### config.mk
export PLATFORM = sky130hd
export DESIGN_NAME = fisa_aggregator
export DESIGN_NICKNAME = d
export VERILOG_FILES = /design/src/fisa_pkg.sv /design/src/fisa_aggregator.sv /design/src/fisa_or_reduce.sv
export VERILOG_INCLUDE_DIRS = /design/src
export SDC_FILE = /design/constraint.sdc
export NUM_CORES = 1
export LEC_CHECK = 0
export BUFFER_PORTS_ARGS = -buffer_cell sky130_fd_sc_hd__buf_2
export CAP_MARGIN = 20
export CORE_AREA = 2 2 255 257
export CTS_BUF_LIST = sky130_fd_sc_hd__clkbuf_2
export DETAILED_ROUTE_END_ITERATION = 10
export DIE_AREA = 0 0 257 259
export MAX_ROUTING_LAYER = met4
export PLACE_DENSITY_LB_ADDON = 0.3
export SKIP_CTS_REPAIR_TIMING = 1
export SLEW_MARGIN = 15
export SYNTH_ARGS = -nofsm -noshare
export SYNTH_HDL_FRONTEND = slang
export SYNTH_SLANG_ARGS = --single-unit
### constraint.sdc
create_clock -name mclk -period 3.2 [get_ports mclk]
set_input_delay 0.8 -clock mclk [delete_from_list [all_inputs] [get_ports mclk]]
set_output_delay 0.8 -clock mclk [all_outputs]
set_load 0.02 [all_outputs]
### src/fisa_defs.svh
// constants for the fifo interrupt status aggregator
`ifndef FISA_DEFS_SVH
`define FISA_DEFS_SVH
`define FISA_NUM_SLOTS      32
`define FISA_SEL_W          2
`define FISA_SEL_RX_PEND    2'h0
`define FISA_SEL_RX_OVF     2'h1
`define FISA_SEL_TX_PEND    2'h2
`define FISA_SEL_TX_ATT     2'h3
`define FISA_VEC_RESET      32'h0000_0000
`define FISA_RX_UNUSED_MASK 32'hffff_fffe
`define FISA_SLOT0_BIT      0
`endif

### src/fisa_pkg.sv
// types for the fifo interrupt status aggregator
`include "fisa_defs.svh"
package fisa_pkg;
  typedef logic [`FISA_NUM_SLOTS-1:0] fisa_vec_t;
  typedef logic [`FISA_SEL_W-1:0]     fisa_sel_t;
  typedef enum logic [1:0] {
    FISA_IDLE = 2'b00,
    FISA_LIVE = 2'b01
  } fisa_state_t;
endpackage

### src/fisa_aggregator.sv
// interrupt status vectors for 31 message fifos and the transmit queue
// Operation
// receive-pending bit is set while any enabled receive condition of its fifo is active
// receive-pending bit is or of enabled receive flags and clears itself
// bit 0 of receive-pending and receive-overflow vectors always reads zero
// receive-overflow vector bits 31..1 show pending overflow per fifo
// overflow bit holds until fifo status flag is cleared; vector writes ignored
// transmit-pending vector is 32 bits, set on any enabled transmit condition
// transmit-pending bit is or of enabled transmit flags, clears automatically
// transmit-pending bit 0 is the transmit queue, others fifo of same index
// transmit-attempt vector, bit 0 is queue, holds until fifo flag cleared
// global receive flag is high while receive-pending vector is nonzero
// global transmit flag is high while transmit-pending vector is nonzero
// all four vectors are read-only, reset to zero, ignore writes
`timescale 1ns/10ps
`default_nettype none
`include "fisa_defs.svh"
module fisa_aggregator #(
  parameter int SLOTS    = `FISA_NUM_SLOTS,
  parameter int RX_FLAGS = 3,
  parameter int TX_FLAGS = 3
) (
  input  wire logic                      mclk,
  input  wire logic                      rst_b,
  input  wire logic [SLOTS*RX_FLAGS-1:0] rx_flags,
  input  wire logic [SLOTS*RX_FLAGS-1:0] rx_enables,
  input  wire logic [SLOTS*TX_FLAGS-1:0] tx_flags,
  input  wire logic [SLOTS*TX_FLAGS-1:0] tx_enables,
  input  wire logic [SLOTS-1:0]          rx_overflow_flags,
  input  wire logic [SLOTS-1:0]          tx_attempt_flags,
  input  wire logic                      reg_rd,
  input  wire logic                      reg_wr,
  input  wire fisa_pkg::fisa_sel_t       reg_sel,
  input  wire logic [SLOTS-1:0]          reg_wdata,
  output logic      [SLOTS-1:0]          reg_rdata,
  output logic      [SLOTS-1:0]          rx_pending_bits,
  output logic      [SLOTS-1:0]          rx_overflow_bits,
  output logic      [SLOTS-1:0]          tx_pending_bits,
  output logic      [SLOTS-1:0]          tx_attempt_bits,
  output logic                           global_rx_flag,
  output logic                           global_tx_flag
);
  import fisa_pkg::*;

  // reduced flags, next values, status registers and the read holding register
  logic [SLOTS-1:0] rx_any;
  logic [SLOTS-1:0] tx_any;
  logic [SLOTS-1:0] rx_mask;
  logic [SLOTS-1:0] rx_pend_next;
  logic [SLOTS-1:0] rx_ovf_next;
  logic [SLOTS-1:0] tx_pend_next;
  logic [SLOTS-1:0] tx_att_next;
  logic [SLOTS-1:0] rx_pend_reg;
  logic [SLOTS-1:0] rx_ovf_reg;
  logic [SLOTS-1:0] tx_pend_reg;
  logic [SLOTS-1:0] tx_att_reg;
  logic [SLOTS-1:0] rdata_next;
  logic [SLOTS-1:0] rdata_reg;
  fisa_state_t      state_reg;
  fisa_state_t      state_next;

  // selects one vector by register index; used only by the read path
  function automatic logic [SLOTS-1:0] pick(input fisa_sel_t s, input logic [SLOTS-1:0] a,
                                            input logic [SLOTS-1:0] b, input logic [SLOTS-1:0] c,
                                            input logic [SLOTS-1:0] d);
    case (s)
      `FISA_SEL_RX_PEND: pick = a;
      `FISA_SEL_RX_OVF:  pick = b;
      `FISA_SEL_TX_PEND: pick = c;
      default:           pick = d;
    endcase
  endfunction

  // per-fifo or of enabled receive and transmit flags
  fisa_or_reduce #(
    .SLOTS (SLOTS),
    .FLAGS (RX_FLAGS)
  ) u_rx_or (
    .flags   (rx_flags),
    .enables (rx_enables),
    .any_set (rx_any)
  );

  // transmit side reuses the same reducer; its slot 0 is the transmit queue
  fisa_or_reduce #(
    .SLOTS (SLOTS),
    .FLAGS (TX_FLAGS)
  ) u_tx_or (
    .flags   (tx_flags),
    .enables (tx_enables),
    .any_set (tx_any)
  );

  // fifo 0 cannot receive, so its receive slot is forced to zero
  assign rx_mask      = SLOTS'(`FISA_RX_UNUSED_MASK);
  assign rx_pend_next = rx_any & rx_mask;               // see R01 see R02
  assign rx_ovf_next  = rx_overflow_flags & rx_mask;    // see R03 see R04
  // overflow and attempt mirror the fifo flags, so only clearing the fifo flag drops them
  assign tx_pend_next = tx_any;                         // see R06 see R07
  assign tx_att_next  = tx_attempt_flags;
  assign rdata_next   = pick(reg_sel, rx_pend_reg, rx_ovf_reg, tx_pend_reg, tx_att_reg);
  // state only marks the first edge after reset, so the follow checks skip that edge
  assign state_next   = FISA_LIVE;

  // status vectors; reg_wr and reg_wdata deliberately touch nothing
  always_ff @(posedge mclk or negedge rst_b) begin
    if (!rst_b) begin
      rx_pend_reg <= SLOTS'(`FISA_VEC_RESET);
      rx_ovf_reg  <= SLOTS'(`FISA_VEC_RESET);
      tx_pend_reg <= SLOTS'(`FISA_VEC_RESET);
      tx_att_reg  <= SLOTS'(`FISA_VEC_RESET);
      state_reg   <= FISA_IDLE;
    end else begin
      rx_pend_reg <= rx_pend_next;
      rx_ovf_reg  <= rx_ovf_next;
      tx_pend_reg <= tx_pend_next;
      tx_att_reg  <= tx_att_next;
      state_reg   <= state_next;
    end
  end

  // read data registered one cycle after reg_rd
  always_ff @(posedge mclk or negedge rst_b) begin
    if (!rst_b) begin
      rdata_reg <= SLOTS'(`FISA_VEC_RESET);
    end else if (reg_rd) begin
      rdata_reg <= rdata_next;
    end
  end

  // outputs straight from the registers; the globals are a plain or of the two pending registers
  assign reg_rdata        = rdata_reg;
  assign rx_pending_bits  = rx_pend_reg;
  assign rx_overflow_bits = rx_ovf_reg;
  assign tx_pending_bits  = tx_pend_reg;
  assign tx_attempt_bits  = tx_att_reg;
  assign global_rx_flag   = |rx_pend_reg;
  assign global_tx_flag   = |tx_pend_reg;

  // receive pending: one cycle behind the enabled flags, slot 0 always clear
  rx_bit0_zero_a: assert property (@(posedge mclk) disable iff (!rst_b)
    rx_pending_bits[`FISA_SLOT0_BIT] == 1'b0 && rx_overflow_bits[`FISA_SLOT0_BIT] == 1'b0)
    else $error("receive slot 0 not zero");
  rx_pend_follow_a: assert property (@(posedge mclk) disable iff (!rst_b)
    state_reg == FISA_LIVE |-> rx_pending_bits == ($past(rx_any) & rx_mask))
    else $error("receive pending does not track enabled flags");
  rx_pend_clear_a: assert property (@(posedge mclk) disable iff (!rst_b)
    (rx_any == '0) |=> rx_pending_bits == '0)
    else $error("receive pending did not self clear");

  // receive overflow: mirrors the fifo-held flag, so only a fifo-side clear drops it
  rx_ovf_track_a: assert property (@(posedge mclk) disable iff (!rst_b)
    rx_overflow_flags[1] |=> rx_overflow_bits[1])
    else $error("overflow bit not set");
  rx_ovf_follow_a: assert property (@(posedge mclk) disable iff (!rst_b)
    state_reg == FISA_LIVE |-> rx_overflow_bits == {$past(rx_overflow_flags[SLOTS-1:1]), 1'b0})
    else $error("overflow vector does not mirror fifo flags");
  ovf_hold_a: assert property (@(posedge mclk) disable iff (!rst_b)
    (rx_overflow_flags[1] && reg_wr) ##1 rx_overflow_flags[1] |=> rx_overflow_bits[1])
    else $error("overflow bit cleared by write");
  rx_ovf_clear_a: assert property (@(posedge mclk) disable iff (!rst_b)
    $fell(rx_overflow_flags[5]) |=> !rx_overflow_bits[5])
    else $error("overflow bit outlived its fifo flag");

  // transmit pending: bit 0 is the queue, the rest are fifos of the same index
  tx_pend_follow_a: assert property (@(posedge mclk) disable iff (!rst_b)
    state_reg == FISA_LIVE |-> tx_pending_bits == $past(tx_any))
    else $error("transmit pending mismatch");
  tx_pend_clear_a: assert property (@(posedge mclk) disable iff (!rst_b)
    $fell(tx_any[0]) |=> !tx_pending_bits[0])
    else $error("transmit queue pending stuck");
  tx_queue_bit_a: assert property (@(posedge mclk) disable iff (!rst_b)
    (tx_flags[0] && tx_enables[0]) |=> tx_pending_bits[0])
    else $error("transmit queue not on bit 0");

  // transmit attempt: held by the fifo flag, never by this block
  tx_att_track_a: assert property (@(posedge mclk) disable iff (!rst_b)
    tx_attempt_flags[0] [*2] |-> tx_attempt_bits[0])
    else $error("attempt bit dropped");
  tx_att_follow_a: assert property (@(posedge mclk) disable iff (!rst_b)
    state_reg == FISA_LIVE |-> tx_attempt_bits == $past(tx_attempt_flags))
    else $error("attempt vector does not mirror fifo flags");
  tx_att_clear_a: assert property (@(posedge mclk) disable iff (!rst_b)
    $fell(tx_attempt_flags[0]) |=> !tx_attempt_bits[0])
    else $error("queue attempt bit outlived its flag");

  // global flags: worked from the or-tree outputs rx_any and tx_any, not the raw slot flags
  glob_rx_a: assert property (@(posedge mclk) disable iff (!rst_b)
    state_reg == FISA_LIVE |-> global_rx_flag == ($past(rx_any[SLOTS-1:1]) != '0))
    else $error("global receive flag wrong");
  glob_tx_a: assert property (@(posedge mclk) disable iff (!rst_b)
    $rose(global_tx_flag) |-> $past(tx_any != '0))
    else $error("global transmit flag without cause");
  glob_tx_level_a: assert property (@(posedge mclk) disable iff (!rst_b)
    state_reg == FISA_LIVE |-> global_tx_flag == ($past(tx_any) != '0))
    else $error("global transmit flag does not follow pending");

  // read port: the selected vector as it stood at the read edge; writes change nothing
  read_data_a: assert property (@(posedge mclk) disable iff (!rst_b)
    reg_rd && reg_sel == `FISA_SEL_RX_PEND |=> reg_rdata == $past(rx_pending_bits))
    else $error("read of receive pending wrong");
  rd_rx_ovf_a: assert property (@(posedge mclk) disable iff (!rst_b)
    reg_rd && reg_sel == `FISA_SEL_RX_OVF |=> reg_rdata == $past(rx_overflow_bits))
    else $error("read of receive overflow wrong");
  rd_tx_pend_a: assert property (@(posedge mclk) disable iff (!rst_b)
    reg_rd && reg_sel == `FISA_SEL_TX_PEND |=> reg_rdata == $past(tx_pending_bits))
    else $error("read of transmit pending wrong");
  rd_tx_att_a: assert property (@(posedge mclk) disable iff (!rst_b)
    reg_rd && reg_sel == `FISA_SEL_TX_ATT |=> reg_rdata == $past(tx_attempt_bits))
    else $error("read of transmit attempt wrong");
  rdata_hold_a: assert property (@(posedge mclk) disable iff (!rst_b)
    !reg_rd |=> $stable(reg_rdata))
    else $error("read data moved without a read");

  // main scenarios worth seeing at least once
  rx_seen_c:  cover property (@(posedge mclk) disable iff (!rst_b) $rose(global_rx_flag));
  tx_seen_c:  cover property (@(posedge mclk) disable iff (!rst_b) $rose(global_tx_flag));
  ovf_seen_c: cover property (@(posedge mclk) disable iff (!rst_b) $fell(rx_overflow_bits[5]));
  wr_seen_c:  cover property (@(posedge mclk) disable iff (!rst_b) reg_wr && tx_attempt_bits != '0);
  q_att_c:    cover property (@(posedge mclk) disable iff (!rst_b) $fell(tx_attempt_bits[0]));
endmodule // fisa_aggregator
`default_nettype wire

### src/fisa_or_reduce.sv
// per-slot or of enabled flags
`timescale 1ns/10ps
`default_nettype none
module fisa_or_reduce #(
  parameter int SLOTS = 32,
  parameter int FLAGS = 3
) (
  input  wire logic [SLOTS*FLAGS-1:0] flags,
  input  wire logic [SLOTS*FLAGS-1:0] enables,
  output logic      [SLOTS-1:0]       any_set
);
  // a slot is pending when any of its enabled flags is high
  genvar g;
  generate
    for (g = 0; g < SLOTS; g = g + 1) begin : g_slot
      assign any_set[g] = |(flags[g*FLAGS +: FLAGS] & enables[g*FLAGS +: FLAGS]);
    end
  endgenerate
endmodule // fisa_or_reduce
`default_nettype wire

## Yosys cells after proc, flatten, opt, wreduce, memory -nomap -nowiden

Cells that the tools add are included.

| word-level totals | value |
|---|---|
| logic and storage cells | 137 |
| register bits | 158 |

| operators by class | value |
|---|---|
| reductions and logical operators | 66 |
| bitwise gates (word level) | 63 |
| muxes and demuxes | 1 |
| eq/ne operators | 2 |

Operators with widths:

| kind | count |
|---|---|
| 3-bit bitwise AND | 63 |
| 3-bit OR reduction | 63 |
| 32-bit case mux with 3 select lines | 1 |
| 32-bit OR reduction | 1 |
| 31-bit OR reduction | 1 |
| 2-bit by 1-bit == test with 1-bit output, second input constant | 1 |
| 2-bit == test, second input constant | 1 |
| 2-bit logical NOT | 1 |

## Logic depth before layout (Yosys ltp)

Gate-level depths: netlist (run 1).

| depth | value |
|---|---|
| depth in word-level cells | 2 |
| gate-level depth with buffers | 4 |
| depth with buffers taken out | 3 |

## Hierarchy

Synthesis (run 1) repeated with hierarchy kept, for this count alone.

| unflattened totals | value |
|---|---|
| cell total of the unflattened synthesis | 455 |
| area, all modules | 6,200.9 um^2 |

By module, submodules not included:

| module | cells each | times used | seq. area each (um^2) | area each (um^2) |
|---|---|---|---|---|
| fisa_aggregator | 327 | 1 | 3,953.8 | 5,320.1 |
| fisa_or_reduce | 64 | 2 | 0.0 | 440.4 |

## Worst setup path after synthesis (run 1)

No wires, ideal clock.

| timing path | value |
|---|---|
| path type | reg-to-output |
| start point | register rx_pend_reg[6], in the netlist rx_pending_bits[6] |
| end point | output port global_rx_flag |
| arrival time | 1.383 ns |
| slack | 1.017 ns |
| path buffers | 0 |
| cell stages (with the launch flop) | 4 |
| cells stage by stage | dfrtp_1 > or4_4 > nor4_2 > nand4_1 |

| between the ends | value |
|---|---|
| longest elaborated chain between the ends | 1 |

Ends and longest elaborated chain:

| item | line | text |
|---|---|---|
| start: declaration | fisa_aggregator.sv:53 | `logic [SLOTS-1:0] rx_pend_reg;` |
| start signal: assignment | fisa_aggregator.sv:108 | `` rx_pend_reg <= SLOTS'(`FISA_VEC_RESET); `` |
| start signal: assignment | fisa_aggregator.sv:114 | `rx_pend_reg <= rx_pend_next;` |
| 31-bit OR reduction | fisa_aggregator.sv:137 | `assign global_rx_flag = \|rx_pend_reg;` |
| end: declaration | fisa_aggregator.sv:40 | `output logic global_rx_flag,` |

Every way passes these cells.

## Worst setup path in the final report (run 1)

Ends and elaborated chain as after synthesis.

==> results of run 1 <==
==> final cells by class <==
cell class	instances	area, µm²	share of cell area
clock buffers	17	85.08	0.006733
repair buffers	816	5142	0.4069
clock inverters	15	187.7	0.01485
inverters	64	240.2	0.01901
diodes	5	12.51	0.0009901
multi-input cells	214	1943	0.1538
well taps	855	1070	0.08465
flip-flops and latches	158	3956	0.3131
==> registers in the layout, summed over array words and instances (netlist names) <==
signal            count
rx_pending_bits      31
tx_attempt_bits      32
rx_overflow_bits     31
tx_pending_bits      32
reg_rdata            32
==> metrics by stage <==
| stage | hold slack, ps | cells | util |
|---|---|---|---|
| CTS | -438.4 | 1946 | 0.1667 |
| global placement | 475.6 | 1914 | 0.1624 |
| global route | 139.4 | 2143 | 0.1978 |
| floorplan | 504.4 | 454 | - |
| finish | 376.3 | 2144 | 0.1978 |
| detailed placement | 476.8 | 1914 | 0.1624 |
==> metal layers <==
metal | vias up | share of wire | wire length, µm | track usage
met5 | - | 0 | 0 | -
met4 | 0 | 0.022 | 771 | 0.04425
met2 | 388 | 0.52 | 18230 | 0.1691
li1 | 3402 | - | - | -
met1 | 3638 | 0.40 | 14170 | 0.1141
met3 | 43 | 0.058 | 2032 | 0.02665
==> placed cells by master, fill, tap and decap left out, types with 3 or more instances in the layout <==
master / Yosys / layout
a222oi_1: 63 / 63
bufinv_16: 0 / 3
clkinv_4: 0 / 3
inv_1: 64 / 64
nand2b_1: 32 / 31
nor4_2: 1 / 3
buf_12: 0 / 3
clkinvlp_4: 0 / 4
inv_6: 0 / 3
mux2i_1: 63 / 63
diode_2: 0 / 5
nand4_1: 3 / 3
o221ai_1: 31 / 31
buf_4: 9 / 19
clkbuf_2: 0 / 17
buf_2: 0 / 602
dlygate4sd3_1: 0 / 190
nor4_1: 14 / 10
dfrtp_1: 158 / 156
==> where the power goes <==
group	leakage, nW	total [mW]	switching, mW	internal, mW
clock network	0.147	1.34	0.891	0.451
logic	4.29	1.29	0.642	0.643
registers	1.83	2.31	0.148	2.16
==> worst max-delay path: stages, from the launching register on <==
cell	delay (ps)
dfrtp_1	480
or4_4	560
nor4_4	330
nand4_1	150
buf_2	210
==> Yosys cell counts (all sizes together) <==
library cell / count / area [µm²]
nand4: 3 / 18.77
a222oi: 63 / 630.6
or2: 1 / 6.260
o22ai: 1 / 6.260
buf: 11 / 75.07
dfrtp: 158 / 3954
nand2: 1 / 3.750
mux2i: 63 / 630.6
conb: 1 / 3.750
nand2b: 32 / 200.2
or4: 1 / 11.26
clkbuf: 7 / 26.28
nor4: 15 / 100.1
inv: 64 / 240.2
and4: 1 / 8.760
o221ai: 31 / 271.5
==> worst paths after layout <==
check | startpoint | end | slack [ps] | cells after the start
min reg2reg | reg_rdata[23] | reg_rdata[23] | 530 | 2
min in group asynchronous | rst_b | tx_attempt_bits[18] | 400 | 2
max reg2reg | rx_pending_bits[10] | reg_rdata[10] | 2110 | 2
min | reg_sel[0] | reg_rdata[21] | 380 | 3
max | rx_pending_bits[6] | global_rx_flag | -310 | 4
max in group asynchronous | rst_b | rx_pending_bits[27] | 2060 | 3
==> logic make-up after synthesis <==
group	Yosys count	share of synthesized area
flip-flops	158	0.6390
AO/OA/AOI/OAI	95	0.1468
buffers and inverters	82	0.05521
multiplexers	63	0.1019
AND/OR/NAND/NOR	54	0.05642
other	1	0.0006061
==> summary.md, run 1 <==
| Metric | Value |
|---|---|
| CP endpoint kind | output pin |
| Largest net degree at the start of global routing | 81 |
| Total power | 4.937 mW |
| Avg Cell Area, Syn | ~14 µm² |
| Number of buffers added on ports | 605 |
| PwrDens | 390.7 nW/µm² |
| CTS clock-pin slew for the worst setup and hold paths | 270 ps |
| Max IR drop VDD | 0.2043 mV |
| Worst hold path type | in2reg |
| Num CTS Buffers | 17 |
| Total clock sinks | roughly 160 |
| Die area | 66560 µm² |
| Routed wire length | 35.20 mm |
| Filler Cell Count | approximately 7000 |
| Final hold violations | 0 |
| Run status | finished with violations |
| Fin nets | approximately 1800 |
| Post-synthesis cell type count | 18 |
| Yosys reg bits | 158 |
| Period utilization | 1.098 |
| DRC | 0 |
| Initial Util | 0.09685 |
| Die X-Extent | 257 µm |
| Clk_skew | 35.27 ps |
| Final instance area | 12640 µm² |
| Setup TNS | -493.7 ps |
| Deepest clock path buffer count | 2 |
| Routed Antenna Nets | 0 |
| Critical path class | reg2out |
| Clk_lat worst skew | 980 ps |
| Drt initial violations | 457 |
| RSZ-0062 raised after global routing | true |
| Remaining Overflow, GRT | 0 |
| Max-cap viol count | 0 |
| Vias in the first global route | 7135 |
| Worst-Margin Slew | 756.5 ps |
| DRT Pass-1 Iters | 7 |
| Die Span Y | 259 µm |
| Synth warn | 0 |
| Ports | ~650 |
| Post-route minimum period | 3512 ps |
| P_leak | 6.267 nW |
| Failing checks | setup timing |
| GR Util All Layers | 0.1013 |
| Slew headroom | 0.4957 |
| Final WS setup | -312.3 ps |
| CP Launch Type | flop |
| CP Data Arrival Time | 2710 ps |
| Post-Syn Area | roughly 6200 µm² |
| Rows | 93 |
| Via count | roughly 7500 |
| Post-DR vias/cell | between 3 and 4 |
| Area grow syn2layout | 104.2% |
| CTS tree | yes |
| Synth Instances | 453 |
| Fmax | between 0.2 and 0.3 GHz |
| Ratio of cells with drive above 1 in the final layout | 0.5195 |
| Post-DP Area | about 10000 µm² |
| Core area | 63880 µm² |
| Initial antenna violation count | 2 |
| Dpl hpwl | 27.43 mm |
| Setup slack at placement | ~570 ps |
| CTS Root Cell | clkbuf_2 |
| Final Wtd Congestion | between 0.8 and 0.9 |
| Routed length per instance | 16.42 µm |
| Slew Limit Fails | 0 |
| H-tree depth | 4 |
| Setup Viol. Count Final | 2 |
| First-pass GRT wire length | 46.46 mm |
| Crit path required time | approximately 2400 ps |
| Register area share after synthesis | 0.6390 |
| Worst-path maximum fanout | 3 |
No activity file was read; power rests on OpenSTA's default activity.
==> run 2: changes to the inputs <==
--- a/config.mk
+++ b/config.mk
@@ -6,16 +6,17 @@
 export SDC_FILE = /design/constraint.sdc
 export NUM_CORES = 1
 export LEC_CHECK = 0
-export BUFFER_PORTS_ARGS = -buffer_cell sky130_fd_sc_hd__buf_2
 export CAP_MARGIN = 20
-export CORE_AREA = 2 2 255 257
+export CORE_AREA = 2 2 256 258
 export CTS_BUF_LIST = sky130_fd_sc_hd__clkbuf_2
 export DETAILED_ROUTE_END_ITERATION = 10
-export DIE_AREA = 0 0 257 259
+export DIE_AREA = 0 0 258 260
+export DONT_BUFFER_PORTS = 1
 export MAX_ROUTING_LAYER = met4
 export PLACE_DENSITY_LB_ADDON = 0.3
 export SKIP_CTS_REPAIR_TIMING = 1
 export SLEW_MARGIN = 15
 export SYNTH_ARGS = -nofsm -noshare
 export SYNTH_HDL_FRONTEND = slang
+export SYNTH_HIERARCHICAL = 1
 export SYNTH_SLANG_ARGS = --single-unit
==> run 2 against run 1 <==
Sequential share of layout area grew 9.6 points. Final area decreased by 23%. The flow finishes with violations (hold timing, setup timing). First-iteration DRC count increased by 8.1%. Cell count is 28% lower.
==> summary.md, run 2 <==
| Metric | Value |
|---|---|
| Total power | 4.644 mW |
| Ports | 648 |
| Commonest cells after routing, fill and taps aside | 194 x dlygate4sd3_1, 151 x dfrtp_1, 64 x inv_1 |
| Worst path cell trace | or4_4 > nor4_4 > buf_4 > nand4_1 > buf_6 |
| Final WS setup | -377.2 ps |
| Post-DP Area | 7259 µm² |
| Die area | 67080 µm² |
| Die X-Extent | 258 µm |
| Largest net degree at the start of global routing | ~160 |
| Rows | between 90 and 100 |
| DRT Pass-1 Iters | 5 |
| Deepest clock path buffer count | 2 |
| DRC | 0 |
| Max IR drop VDD | approximately 0.19 mV |
| Area grow syn2layout | 56.68% |
| Buf/Inv on CP | 2 |
| Final instance area | ~9700 µm² |
| Synth warn | 6 |
| Period utilization | 1.118 |
| P_leak | 3.918 nW |
| Routed length per instance | approximately 23 µm |
| Num CTS Buffers | 17 |
| Initial Util | 0.09650 |
| CTS Root Cell | clkbuf_2 |
| Initial antenna violation count | 18 |
| H-tree depth | 4 |
| Avg Cell Area, Syn | between 10 and 15 µm² |
| Ratio of cells with drive above 1 in the final layout | 0.09037 |
| Run status | finished with violations |
| Final Wtd Congestion | 0.9461 |
| Setup Viol. Count Final | 2 |
| Via count | 5433 |
| Drt initial violations | 494 |
| GR Util All Layers | 0.09465 |
| Setup TNS | -649.7 ps |
| RSZ-0062 raised after global routing | true |
| Fmax | 0.2795 GHz |
| CP Launch Type | flop |
| Post-DR vias/cell | 3.505 |
| Worst-path maximum fanout | 3 |
| Slowest-stage cell, CP | dfrtp_1 |
| Core area | 64120 µm² |
| Slew headroom | 0.3017 |
| Worst hold path type | in2async |
| Routed Antenna Nets | 0 |
| First-pass GRT wire length | 40.45 mm |
| Number of buffers added on ports | 0 |
| Synth Instances | 453 |
| Stages on worst setup path | 5 |
| Remaining Overflow, GRT | 0 |
| Hold slack | -519.5 ps |
| CTS tree | yes |
| Clk_lat worst skew | 970 ps |
| CP Data Arrival Time | around 2800 ps |
| CP delay by family, top | simple AND/OR/NAND/NOR gates |
| Routed wire length | 36.05 mm |
| Reg2Reg Depth | 3 |
| Dpl hpwl | 25.56 mm |
| Commonest non-fill, non-tap cell in the layout | dlygate4sd3_1 |
| Crit path required time | 2400 ps |
| Post-route minimum period | 3577 ps |
| Vias in the first global route | 4896 |
| Worst-Margin Slew | 1044 ps |
| CP endpoint kind | output pin |
| Post-Syn Area | 6187 µm² |
| Critical path class | reg2out |
| Die Span Y | around 260 µm |
| Clk_skew | 42.15 ps |
| Crit path largest cell delay | around 540 ps |
| PwrDens | roughly 480 nW/µm² |
| Total clock sinks | about 160 |
| CTS clock-pin slew for the worst setup and hold paths | about 280 ps |
| Slew Limit Fails | 0 |
| Max-cap viol count | 0 |
| Final hold violations | 158 |
| Failing checks | hold timing, setup timing |
| Fin nets | around 1100 |
==> run 2: area by class of cell <==
cell class	count	area, µm²
sequential	158	3963
antenna	20	50.05
clock buffer	22	110.1
inverter	64	240.2
timing repair buffer	207	2088
multi-input combinational	214	1963
tap	855	1070
clock inverter	10	210.2
fill	7118	54420
==> run 2: worst reg2reg max path: cells and delay by family (launching register included) <==
family / cells / cell delay (ps)
buffers and inverters: 1 / 560
flip-flops: 1 / 540
multiplexers: 1 / 230
AO/OA/AOI/OAI: 1 / 100
==> run 2: final timing paths <==
path	startpoint	end	slack (ps)
max	rx_pending_bits[4]	global_rx_flag	-380
min	rst_b	tx_attempt_bits[2]	-520
max reg2reg	tx_pending_bits[0]	reg_rdata[0]	1700
min reg2reg	reg_rdata[3]	reg_rdata[3]	660
max in group asynchronous	rst_b	tx_pending_bits[28]	3400
min in group mclk	reg_rd	reg_rdata[31]	210
==> run 2: stage by stage <==
stage | setup WS (ps) | util | instances
final | -377.2 | 0.1512 | 1550
after global routing | -782.8 | 0.1511 | 1548
after CTS | -974.6 | 0.1182 | 1334
after floorplan | 1017 | - | 454
after detailed placement | 343.1 | 0.1132 | 1302
after global placement | 324.6 | 0.1132 | 1302
==> run 2: where the power goes <==
group	switching (mW)	internal, mW	total, mW	leakage, nW
Combinational	0.223	0.344	0.566	1.90
Sequential	0.414	2.16	2.57	1.83
Clock	0.814	0.690	1.50	0.189
Total	1.45	3.19	4.64	3.92
==> run 2: metal layers <==
layer | wire length [µm] | up-vias | global-route usage
li1 | - | 2197 | -
met1 | 13270 | 2696 | 0.09449
met2 | 17880 | 455 | 0.1511
met3 | 3402 | 85 | 0.04571
met4 | 1495 | 0 | 0.05427
met5 | 0 | - | -
==> run 3: changes to the inputs <==
--- a/config.mk
+++ b/config.mk
@@ -7,10 +7,10 @@
 export NUM_CORES = 1
 export LEC_CHECK = 0
 export CAP_MARGIN = 20
-export CORE_AREA = 2 2 256 258
+export CORE_AREA = 2 2 252 254
 export CTS_BUF_LIST = sky130_fd_sc_hd__clkbuf_2
 export DETAILED_ROUTE_END_ITERATION = 10
-export DIE_AREA = 0 0 258 260
+export DIE_AREA = 0 0 254 256
 export DONT_BUFFER_PORTS = 1
 export MAX_ROUTING_LAYER = met4
 export PLACE_DENSITY_LB_ADDON = 0.3
==> run 3 against run 2 <==
The run still ends with hold timing, setup timing left. Count of clock-buffer cells in the layout decreased by 4. Via count decreased by 0.57%. Worst setup slack improved by 62 ps. Non-clock buffer count decreased by 4. Core utilization increased by 0.19 points. First-iteration DRC count decreased by 17%. Sequential power about the same. Sequential share of layout area increased by 0.65 points. Global-route usage decreased by 0.059 points. Critical path depth decreased by 1. Critical endpoint unchanged. Largest power group unchanged. Highest routed layer unchanged.
==> summary.md, run 3 (synthesis gave the netlist of run 2 again) <==
| Metric | Value |
|---|---|
| CTS clock-pin slew for the worst setup and hold paths | 290 ps |
| DRT Pass-1 Iters | 6 |
| Hold slack | -567.2 ps |
| Rows | slightly above 90 |
| Setup Viol. Count Final | 2 |
| Setup slack at placement | about 350 ps |
| Clk_skew | around 48 ps |
| Critical path class | reg2out |
| Remaining Overflow, GRT | 0 |
| Final Wtd Congestion | around 0.9 |
| Slowest-stage cell, CP | or4_4 |
| Worst hold path type | in2async |
| Dpl hpwl | 24.04 mm |
| Num CTS Buffers | 17 |
| Core area | about 62000 µm² |
| CP Data Arrival Time | 2720 ps |
| Die Span Y | 256 µm |
| Vias in the first global route | just under 5000 |
| GR Util All Layers | 0.09406 |
| Number of buffers added on ports | 0 |
| Die area | 65020 µm² |
| Final Util | 0.1531 |
| Final hold violations | 158 |
| Cells after DPL | 1291 |
| Fin nets | between 1000 and 1500 |
| RSZ-0062 raised after global routing | true |
| Routed length per instance | ~22 µm |
| Ratio of cells with drive above 1 in the final layout | 0.08942 |
| Commonest non-fill, non-tap cell in the layout | dlygate4sd3_1 |
| Die X-Extent | 254 µm |
| PwrDens | approximately 450 nW/µm² |
| Crit path largest cell delay | 580 ps |
| Final WS setup | -315.6 ps |
| Routed Antenna Nets | 0 |
| P_leak | 3.826 nW |
| Via count | 5402 |
| First-pass GRT wire length | 39.09 mm |
| Initial Util | 0.09917 |
| Fmax | 0.2844 GHz |
| Slew headroom | 0.4903 |
| DRC | 0 |
| Failing checks | hold timing, setup timing |
| Slew Limit Fails | 0 |
| Initial antenna violation count | 13 |
| CTS tree | yes |
| Routed wire length | 33.65 mm |
| Non-filler instance count after layout | ~1500 |
| Area grow syn2layout | 54.34% |
| CP endpoint kind | output pin |
| Filler Cell Count | 7003 |
| Deepest clock path buffer count | 2 |
| Max-cap viol count | 0 |
| Max IR drop VDD | 0.2083 mV |
| Post-DR vias/cell | 3.522 |
| Worst-Margin Slew | approximately 760 ps |
| Post-route minimum period | ~3500 ps |
| Worst-path maximum fanout | 3 |
| Reg area | 3965 µm² |
| Largest net degree at the start of global routing | 159 |
| Commonest cells after routing, fill and taps aside | 191 x dlygate4sd3_1, 149 x dfrtp_1, 64 x inv_1 |
| Run status | finished with violations |
| Drt initial violations | 409 |
| Total clock sinks | 158 |
| Period utilization | 1.099 |
| H-tree depth | 4 |
| Ports | 648 |
| CTS Root Cell | clkbuf_2 |
| Crit path required time | roughly 2400 ps |
| Clk_lat worst skew | 1000 ps |
| Worst path cell trace | or4_4 > nor4_4 > nand4_1 > buf_4 |
| CP Launch Type | flop |
| Area of the multi-input gates | roughly 2000 µm² |
==> run 3: cell types whose count changed in the layout (fill, tap and decap cells not counted), sizes merged <==
cell	delta
buf	-1
bufinv	-5
clkbuf	-4
clkinv	+3
clkinvlp	+4
diode	-3
dlygate4sd3	-3
inv	+2
==> run 3: final timing paths <==
path	start	endpoint	slack, ps	cells after the start
min in group mclk	reg_sel[0]	reg_rdata[18]	150	2
max in group asynchronous	rst_b	tx_pending_bits[7]	3450	0
max	rx_pending_bits[6]	global_rx_flag	-320	4
min	rst_b	rx_pending_bits[22]	-570	0
max reg2reg	tx_pending_bits[0]	reg_rdata[0]	1760	3
min reg2reg	reg_rdata[12]	reg_rdata[12]	680	2
==> run 3: cell type report <==
class                   count  area share
flip-flops and latches    158      0.4152
clock inverters            14     0.01232
well taps                 846      0.1108
diodes                     17    0.004455
inverters                  64     0.02516
clock buffers              18    0.009434
repair buffers            203      0.2157
multi-input cells         214      0.2069
==> run 3: per-stage QoR <==
stage / total power, mW / cell area (µm²) / TNS (ps)
after floorplan: 2.731 / 6191 / 0
after global placement: 2.890 / 7233 / 0
after detailed placement: 2.891 / 7233 / 0
after CTS: 4.128 / 7441 / -1843
after global routing: 4.540 / 9542 / -1325
final: 4.268 / 9549 / -541.6
==> run 3: worst max-delay path: cells and delay by family (launching register included) <==
family	cells	cell delay (ps)
simple gates	3	990
buf+inv	1	190
flops	1	540
==> run 3: power breakdown <==
group          switching (mW)  internal, mW  total, mW
combinational           0.207         0.343      0.551
clock                   0.857         0.281       1.14
sequential              0.418          2.16       2.58
==> run 3: per-layer routing <==
metal  track usage  routed length, µm  vias up
met1        0.1036              13410     2743
met5             -                  0        -
met3       0.03376               2684       61
met4       0.06078               1462        0
li1              -                  -     2196
met2        0.1430              16090      402
